<file path="config.mk">
export PLATFORM = sky130hd
export DESIGN_NAME = mci_core
export DESIGN_NICKNAME = d
export VERILOG_FILES = /design/src/mci_pkg.sv /design/src/mci_axis.sv /design/src/mci_core.sv
export VERILOG_INCLUDE_DIRS = /design/src
export SDC_FILE = /design/constraint.sdc
export NUM_CORES = 2
export LEC_CHECK = 0
export ABC_AREA = 1
export BUFFER_PORTS_ARGS = -buffer_cell sky130_fd_sc_hd__clkbuf_2
export CORE_ASPECT_RATIO = 0.6
export CORE_MARGIN = 3
export CORE_UTILIZATION = 65
export CTS_BUF_LIST = sky130_fd_sc_hd__clkbuf_8
export CTS_CLUSTER_SIZE = 20
export DETAILED_ROUTE_END_ITERATION = 7
export PLACE_DENSITY = 0.82
export SETUP_SLACK_MARGIN = 0.3
export SLEW_MARGIN = 40
export SYNTH_ARGS = -nofsm -noshare
export SYNTH_HDL_FRONTEND = slang
export SYNTH_SLANG_ARGS = --single-unit
export TNS_END_PERCENT = 100
</file>
<file path="constraint.sdc">
create_clock -name clk_i -period 42.7 [get_ports clk_i]
set_input_delay 8.54 -clock clk_i [delete_from_list [all_inputs] [get_ports clk_i]]
set_output_delay 8.54 -clock clk_i [all_outputs]
set_load 0.01 [all_outputs]
</file>
<file path="src/mci_defines.svh">
// constants for the motion command interpreter
`ifndef MCI_DEFINES_SVH
`define MCI_DEFINES_SVH
`define MCI_FRAME_BYTES   4'd9
`define MCI_INSTR_ROT_RIGHT 8'h01
`define MCI_INSTR_ROT_LEFT  8'h02
`define MCI_INSTR_SOFT_STOP 8'h03
`define MCI_INSTR_MOVE_POS  8'h04
`define MCI_INSTR_SET_PARAM 8'h05
`define MCI_INSTR_GET_PARAM 8'h06
`define MCI_TGT_ABSOLUTE  8'h00
`define MCI_TGT_OFFSET    8'h01
`define MCI_TGT_POINT     8'h02
`define MCI_PAR_TARGET    8'h00
`define MCI_PAR_ACTUAL    8'h01
`define MCI_PAR_VELOCITY  8'h02
`define MCI_ST_OK         8'h64
`define MCI_ST_BAD_CSUM   8'h01
`define MCI_ST_BAD_CMD    8'h02
`define MCI_ST_BAD_TYPE   8'h03
`define MCI_ST_BAD_VALUE  8'h04
`define MCI_REPLY_ADDR    8'h02
`define MCI_NUM_PARAMS    8
`define MCI_NUM_AXES      4
`define MCI_NUM_POINTS    21
`endif

</file>
<file path="src/mci_pkg.sv">
// types shared by the motion command interpreter
`default_nettype none
package mci_pkg;
	typedef enum logic [1:0] {
		MCI_MODE_POSITION,
		MCI_MODE_VELOCITY
	} mci_mode_t;
	typedef enum {
		MCI_S_COLLECT,
		MCI_S_EXEC,
		MCI_S_REPLY
	} mci_state_t;
endpackage
`default_nettype wire

</file>
<file path="src/mci_axis.sv">
// one axis: volatile parameter file, motion mode and move flag
`timescale 1ns/10ps
`default_nettype none
`include "mci_defines.svh"
module mci_axis
	import mci_pkg::*;
#(
	parameter int NUM_PARAMS = `MCI_NUM_PARAMS
) (
	// clock and reset
	input  wire logic        clk_i,
	input  wire logic        rst_n_i,
	// commands from the interpreter
	input  wire logic        wr_i,
	input  wire logic [2:0]  wr_idx_i,
	input  wire logic [31:0] wr_data_i,
	input  wire logic        stop_i,
	input  wire logic        move_i,
	input  wire logic        rot_i,
	input  wire logic [2:0]  rd_idx_i,
	// state
	output logic [31:0]      rd_data_o,
	output logic [31:0]      actual_o,
	output logic             moving_o,
	output mci_mode_t        mode_o
);
	// sram-like flops only: nothing survives power loss
	logic [31:0] param_reg [NUM_PARAMS];
	logic        moving_reg;
	mci_mode_t   mode_reg;

	always_ff @(posedge clk_i or negedge rst_n_i) begin
		if (!rst_n_i) begin
			for (int i = 0; i < NUM_PARAMS; i++) begin
				param_reg[i] <= 32'h0;
			end
			moving_reg <= 1'b0;
			mode_reg   <= MCI_MODE_POSITION;
		end else if (stop_i) begin
			// velocity mode and a zeroed target (param 0) in the same cycle
			mode_reg     <= MCI_MODE_VELOCITY;
			param_reg[0] <= 32'h0;
			moving_reg   <= 1'b0;
		end else if (wr_i) begin
			param_reg[wr_idx_i] <= wr_data_i;
			if (move_i) begin
				mode_reg   <= MCI_MODE_POSITION;
				moving_reg <= 1'b1;
			end else if (rot_i) begin
				// rotation leaves positioning: velocity mode, move dropped
				mode_reg   <= MCI_MODE_VELOCITY;
				moving_reg <= 1'b0;
			end
		end
	end

	assign rd_data_o = param_reg[rd_idx_i];
	assign actual_o  = param_reg[1];
	assign moving_o  = moving_reg;
	assign mode_o    = mode_reg;
endmodule
`default_nettype wire

</file>
<file path="src/mci_core.sv">
// motion command interpreter: frame collection, decode, execute, reply
`timescale 1ns/10ps
`default_nettype none
`include "mci_defines.svh"
module mci_core
	import mci_pkg::*;
#(
	parameter logic [7:0] MODULE_ADDR = 8'h01,
	parameter int         NUM_AXES    = `MCI_NUM_AXES
) (
	// clock and reset
	input  wire logic        clk_i,
	input  wire logic        resetn_i,
	// command byte stream, same clock domain
	input  wire logic        rx_valid_i,
	input  wire logic [7:0]  rx_data_i,
	input  wire logic        from_program_i,
	// stored points loaded by the point commands elsewhere
	input  wire logic [31:0] point_data_i,
	output logic [7:0]       point_idx_o,
	output logic [1:0]       point_axis_o,
	// reply stream
	output logic             tx_valid_o,
	output logic [7:0]       tx_data_o,
	input  wire logic        tx_ready_i,
	// state
	output logic [31:0]      accu_o,
	output logic [3:0]       moving_o,
	output logic [3:0]       velocity_mode_o
);
	logic       rst_s1_reg;
	logic       rst_n_reg;
	always_ff @(posedge clk_i or negedge resetn_i) begin
		if (!resetn_i) begin
			rst_s1_reg <= 1'b0;
			rst_n_reg  <= 1'b0;
		end else begin
			rst_s1_reg <= 1'b1;
			rst_n_reg  <= rst_s1_reg;
		end
	end

	mci_state_t  state_reg;
	logic [7:0]  frame_reg [9];
	logic [3:0]  cnt_reg;
	logic [7:0]  sum_reg;
	logic        prog_reg;
	logic [7:0]  status_reg;
	logic [31:0] reply_val_reg;
	logic [31:0] accu_reg;
	logic [7:0]  rpl_reg [9];
	logic        tx_valid_reg;
	logic [7:0]  tx_data_reg;
	logic [3:0]  moving_reg;
	logic [3:0]  vmode_reg;

	// frame fields, value most significant byte first
	wire [7:0]  f_addr  = frame_reg[0];
	wire [7:0]  f_instr = frame_reg[1];
	wire [7:0]  f_type  = frame_reg[2];
	wire [7:0]  f_motor = frame_reg[3];
	wire [31:0] f_value = {frame_reg[4], frame_reg[5], frame_reg[6], frame_reg[7]};
	wire        csum_ok = (sum_reg == frame_reg[8]);
	wire        addr_ok = (f_addr == MODULE_ADDR);
	wire [1:0]  axis    = f_motor[1:0];
	wire        axis_ok = (f_motor < 8'(NUM_AXES));

	wire is_stop = (f_instr == `MCI_INSTR_SOFT_STOP);
	wire is_rot  = (f_instr == `MCI_INSTR_ROT_RIGHT) || (f_instr == `MCI_INSTR_ROT_LEFT);
	wire is_move = (f_instr == `MCI_INSTR_MOVE_POS);
	wire is_set  = (f_instr == `MCI_INSTR_SET_PARAM);
	wire is_get  = (f_instr == `MCI_INSTR_GET_PARAM);
	wire known   = is_stop || is_rot || is_move || is_set || is_get;
	wire par_ok  = (f_type < 8'(`MCI_NUM_PARAMS));
	wire mv_type_ok = (f_type <= `MCI_TGT_POINT);
	wire pt_ok   = (f_value < 32'(`MCI_NUM_POINTS));

	logic [31:0] rd_data [NUM_AXES];
	logic [31:0] actual  [NUM_AXES];
	logic [3:0]  mov_w;
	mci_mode_t   mode_w  [NUM_AXES];

	// signed value; relative sum wraps modulo 2^32
	wire [31:0] rel_target = 32'(actual[axis] + f_value);
	wire [31:0] move_target =
		(f_type == `MCI_TGT_ABSOLUTE) ? f_value :
		(f_type == `MCI_TGT_OFFSET) ? rel_target : point_data_i;

	wire exec    = (state_reg == MCI_S_EXEC) && addr_ok;
	wire bad_cmd = !known;
	wire bad_type = (is_move && !mv_type_ok) || ((is_set || is_get) && !par_ok);
	wire bad_val  = !axis_ok ||
		(is_move && f_type == `MCI_TGT_POINT && !pt_ok);
	wire [7:0] status_w = !csum_ok ? `MCI_ST_BAD_CSUM :
		bad_cmd ? `MCI_ST_BAD_CMD : bad_type ? `MCI_ST_BAD_TYPE :
		bad_val ? `MCI_ST_BAD_VALUE : `MCI_ST_OK;
	wire do_it   = exec && (status_w == `MCI_ST_OK);
	wire [31:0] set_val = is_rot ? f_value : (is_move ? move_target : f_value);
	wire [2:0]  set_idx = is_rot ? 3'(`MCI_PAR_VELOCITY) :
		(is_move ? 3'(`MCI_PAR_TARGET) : f_type[2:0]);

	assign point_idx_o  = f_value[7:0];
	assign point_axis_o = axis;

	genvar g;
	generate
		for (g = 0; g < NUM_AXES; g++) begin : g_axis
			wire sel = do_it && (axis == 2'(g));
			mci_axis u_axis (
				.clk_i     (clk_i),
				.rst_n_i   (rst_n_reg),
				.wr_i      (sel && (is_set || is_move || is_rot)),
				.wr_idx_i  (set_idx),
				.wr_data_i (set_val),
				.stop_i    (sel && is_stop),
				.move_i    (sel && is_move),
				.rot_i     (sel && is_rot),
				.rd_idx_i  (f_type[2:0]),
				.rd_data_o (rd_data[g]),
				.actual_o  (actual[g]),
				.moving_o  (mov_w[g]),
				.mode_o    (mode_w[g])
			);
		end
	endgenerate

	wire [7:0] rpl_sum = 8'(`MCI_REPLY_ADDR + MODULE_ADDR + status_reg + f_instr +
		reply_val_reg[31:24] + reply_val_reg[23:16] + reply_val_reg[15:8] +
		reply_val_reg[7:0]);

	always_ff @(posedge clk_i or negedge rst_n_reg) begin
		if (!rst_n_reg) begin
			state_reg     <= MCI_S_COLLECT;
			cnt_reg       <= 4'h0;
			sum_reg       <= 8'h00;
			prog_reg      <= 1'b0;
			status_reg    <= 8'h00;
			reply_val_reg <= 32'h0;
			accu_reg      <= 32'h0;
			tx_valid_reg  <= 1'b0;
			tx_data_reg   <= 8'h00;
			moving_reg    <= 4'h0;
			vmode_reg     <= 4'h0;
			for (int i = 0; i < 9; i++) begin
				frame_reg[i] <= 8'h00;
				rpl_reg[i]   <= 8'h00;
			end
		end else begin
			moving_reg <= mov_w;
			for (int i = 0; i < NUM_AXES; i++) begin
				vmode_reg[i] <= (mode_w[i] == MCI_MODE_VELOCITY);
			end
			unique case (state_reg)
				MCI_S_COLLECT: begin
					if (rx_valid_i) begin
						frame_reg[cnt_reg] <= rx_data_i;
						if (cnt_reg < 4'd8) begin
							sum_reg <= 8'(sum_reg + rx_data_i);
						end
						if (cnt_reg == 4'd0) begin
							prog_reg <= from_program_i;
						end
						if (cnt_reg == `MCI_FRAME_BYTES - 4'd1) begin
							state_reg <= MCI_S_EXEC;
							cnt_reg   <= 4'h0;
						end else begin
							cnt_reg <= cnt_reg + 4'd1;
						end
					end
				end
				MCI_S_EXEC: begin
					// move is set up in this one cycle, reply follows only for a frame to MODULE_ADDR
					status_reg    <= status_w;
					reply_val_reg <= (is_get && status_w == `MCI_ST_OK) ? rd_data[axis] : 32'h0;
					if (do_it && is_get && prog_reg) begin
						accu_reg <= rd_data[axis];
					end
					sum_reg   <= 8'h00;
					state_reg <= addr_ok ? MCI_S_REPLY : MCI_S_COLLECT;
				end
				MCI_S_REPLY: begin
					if (!tx_valid_reg) begin
						rpl_reg[0] <= `MCI_REPLY_ADDR;
						rpl_reg[1] <= MODULE_ADDR;
						rpl_reg[2] <= status_reg;
						rpl_reg[3] <= f_instr;
						rpl_reg[4] <= reply_val_reg[31:24];
						rpl_reg[5] <= reply_val_reg[23:16];
						rpl_reg[6] <= reply_val_reg[15:8];
						rpl_reg[7] <= reply_val_reg[7:0];
						rpl_reg[8] <= rpl_sum;
						tx_data_reg  <= `MCI_REPLY_ADDR;
						tx_valid_reg <= 1'b1;
						cnt_reg      <= 4'h0;
					end else if (tx_ready_i) begin
						if (cnt_reg == `MCI_FRAME_BYTES - 4'd1) begin
							tx_valid_reg <= 1'b0;
							cnt_reg      <= 4'h0;
							state_reg    <= MCI_S_COLLECT;
						end else begin
							tx_data_reg <= rpl_reg[cnt_reg + 4'd1];
							cnt_reg     <= cnt_reg + 4'd1;
						end
					end
				end
			endcase
		end
	end

	assign tx_valid_o      = tx_valid_reg;
	assign tx_data_o       = tx_data_reg;
	assign accu_o          = accu_reg;
	assign moving_o        = moving_reg;
	assign velocity_mode_o = vmode_reg;

	stop_vel_a: assert property (@(posedge clk_i) disable iff (!rst_n_reg)
		(do_it && is_stop) |=> ##1 vmode_reg[axis])
		else $error("stop did not select velocity mode");
	host_accu_a: assert property (@(posedge clk_i) disable iff (!rst_n_reg)
		(exec && !prog_reg) |=> $stable(accu_reg))
		else $error("host fetch changed accumulator");
	get_ok_a: assert property (@(posedge clk_i) disable iff (!rst_n_reg)
		(do_it && is_get) |=> (status_reg == `MCI_ST_OK))
		else $error("fetch not answered ok");
	move_flag_a: assert property (@(posedge clk_i) disable iff (!rst_n_reg)
		(do_it && is_move) |=> ##1 moving_reg[axis])
		else $error("move did not start");
	reply_soon_a: assert property (@(posedge clk_i) disable iff (!rst_n_reg)
		(exec) |=> ##[1:2] tx_valid_reg)
		else $error("reply not started");
	bad_sum_a: assert property (@(posedge clk_i) disable iff (!rst_n_reg)
		(exec && !csum_ok) |=> (status_reg == `MCI_ST_BAD_CSUM))
		else $error("checksum error missed");
	prog_accu_a: assert property (@(posedge clk_i) disable iff (!rst_n_reg)
		(do_it && is_get && prog_reg) |=> (accu_reg == reply_val_reg))
		else $error("program fetch missed accumulator");
	abort_a: assert property (@(posedge clk_i) disable iff (!rst_n_reg)
		(do_it && (is_stop || is_rot)) |=> ##1 !moving_reg[$past(axis)])
		else $error("move not aborted");
endmodule
`default_nettype wire

</file>
==> run_results.csv <==
group,metric,value,unit
synthesis,synth_most_common_cell,"nand2_1",
final_layout,postLayoutCellArea,0.0649,mm^2
clocking,cts_buffers,177,
placed_design,gp_congestion,1.03,
detailed_routing,drc,0,
clocking,cts_root_buf,"clkbuf_8",
setup_path,crit_cells,1,
final_layout,area_growth,8.01,%
detailed_routing,wl_per_cell,25.5,um
job,drv_cap,0,
global_route,grt_max_degree,171,
global_route,grt_pass1_wl,324000,um
synthesis,yosysTopAreaCellShare,52.5,%
synthesis,synth_top_cells_by_count,"2146 x nand2_1, 1394 x o21ai_0, 1259 x dfrtp_1",
floorplanning,coreArea,0.0906,mm^2
setup_path,rrSetupSlack,36850,ps
synthesis,syn_nets,7417,
timing,period_share,24.1,%
floorplanning,die_h,241,um
floorplanning,die_area,0.0962,mm^2
setup_path,setup.worst_path.start_class,"register",
timing,rsz0062_at_grt,"false",
setup_path,cpLargestDelayFamily,"flip-flops",
setup_path,critPathCapture,"point_idx_o[1]",
clocking,cts_resized,0,
global_route,grt_overflow,0,
synthesis,synthCells,7290,
setup_path,end_kind,"primary output",
setup_path,r2r-start,"f_motor[1]",
clocking,h-tree-depth,4,
power,finalPower,3.97,mW
setup_path,startpoint,"point_idx_o[1]",
final_layout,largest_reg_flops,896,
synthesis,synth_cell_type_count,51,
power,p_per_area,61.2,mW/mm^2
clocking,postCtsHoldBufs,0,
synthesis,yosysSeqAreaShare,52.5,%
detailed_routing,vias_per_cell,6.53,
setup_path,critical_path_class,"register to primary output",
clocking,clock_latency,910,ps
power,vdd_drop_max,45.9,uV
clocking,cts_sinks,1259,
setup_path,cp.required,34160,ps
synthesis,ys_async_sr_fraction,100,%
detailed_routing,wl,217000,um
detailed_routing,postRouteAntennaNets,0,
clocking,clk_pin_slew,70,ps
setup_path,path_cells,"clkbuf_2",
placed_design,dpl-instance-area,0.0611,mm^2
power,p_leak,31.6,nW
timing,fin_crit,10290,ps
clocking,cts.path.max_buffers,3,
timing,hold_viol,0,
setup_path,critical_path_buf_inv_count,1,
clocking,post_cts_buffers,0,
timing,tightestPinTransition,985,ps
floorplanning,die_w,398,um
detailed_routing,first_iter_violations,9142,
global_route,antenna_found_initial,7,
detailed_routing,firstDrtPassIters,8,
final_layout,drive_above_1_share,8.40,%
timing,max_freq,97.2,MHz
synthesis,ys_warn_count,0,
synthesis,yosys-top-cells-area,"dfrtp_1 52%, nand2_1 13%, o21ai_0 12%",
synthesis,syn_area,0.0601,mm^2
floorplanning,rows,85,
floorplanning,start_util,66.3,%
synthesis,postSynthAreaPerCell,8.24,um^2
timing,finalMaxSlewViolations,0,
detailed_routing,routed-via-count,55700,
setup_path,crit_fanout,6,
synthesis,synth-main-ff-cell,"dfrtp_1",
setup_path,reg2reg_to,"g_axis[3].u_axis.param_reg[151]",
setup_path,cp_slowest_cell,"dfrtp_1",
timing,relSlewSlack,34.2,%
timing,setup_violations,0,
placed_design,place.port_buffers,103,
final_layout,fin_util,71.6,%
setup_path,reg2reg_depth,21,
global_route,track_usage,45.1,%
setup_path,worstPathArrival,1750,ps
timing,fin_setup_tns,0,ps
floorplanning,ios,104,
final_layout,nets,7283,
placed_design,dp_hpwl,136000,um
setup_path,critical_path.max_stage_delay,620,ps
synthesis,synth_edf_count,0,
synthesis,ys_ff_latch,1259,
status,status,"finished, final reports clean",
timing,clock_skew,68.2,ps
min_path,hold_path.class,"register to asynchronous set/reset pin",
synthesis,synth_area_leader_cell,"dfrtp_1",
global_route,grt_pass1_vias,51500,
clocking,cts_tree,"built",
metal layers:
layer,share of wire (%),GRT usage (%),wire [um],vias up
met3,18,21.7,39900,757
met5,0.0041,0,9,-
met4,5.4,21.9,11700,2
li1,-,-,-,24000
met2,38,58.0,82800,4439
met1,38,63.6,82900,26500
worst min-delay path by stage:
stage | startpoint | to | slack (ps) | cells after the start
final | rst_n_reg | g_axis[0].u_axis.param_reg[78] | 210 | 0
after global routing | rst_n_reg | g_axis[3].u_axis.param_reg[14] | 230 | 0
after CTS | rst_s1_reg | rst_n_reg | 350 | 0
after detailed placement | rst_s1_reg | rst_n_reg | 340 | 0
after global placement | rst_s1_reg | rst_n_reg | 330 | 0
after floorplan | rst_s1_reg | rst_n_reg | 330 | 0
through the flow:
stage	cells	hold WS, ps	setup WS (ps)
finish	8523	208	32410
global route	8519	226	32400
CTS	8513	351	32370
detailed placement	8192	336	32080
global placement	8189	335	32140
floorplan	7290	331	5010
logic make-up (layout without fill, tap and decap cells):
family	count (synthesis)	count (layout)	synth area share [%]
simple gates	2846	2846	19.1
compound gates	2054	2054	19.2
flops	1259	1259	52.5
buf+inv	1020	1028	6.73
fa+ha+maj	82	82	2.05
xor+xnor	26	26	0.379
mux	2	2	0.0354
other cells	1	8	0.00624
power by group:
group / internal [mW] / leakage [nW] / switching (mW)
combinational: 0.392 / 17.5 / 1.27
clock: 0.493 / 2.12 / 0.491
sequential: 1.25 / 12.0 / 0.0754
cells in the final DEF (no fill, tap or decap), types with 71 or more instances in the layout:
cell,synthesis,final
buf_4,17,86
dfrtp_1,1259,1255
nor2_1,339,325
clkbuf_2,0,103
o21ai_0,1394,1392
clkbuf_8,0,228
nand4_1,71,71
a21oi_1,168,166
inv_1,476,532
a221oi_1,161,161
nand2_1,2146,2113
nand3_1,199,199
o21ai_1,103,103
layout make-up:
cell class                      instances  area [um^2]
Multi-Input combinational cell       5011        24800
Fill cell                            7037        25700
Antenna cell                            7         17.5
Inverter                              498         1890
Tap cell                             1218         1520
Clock inverter                         93          505
Timing Repair Buffer                  209         1500
Clock buffer                          228         3140
Sequential cell                      1259        31500
Power figures use the tool's default switching activity.
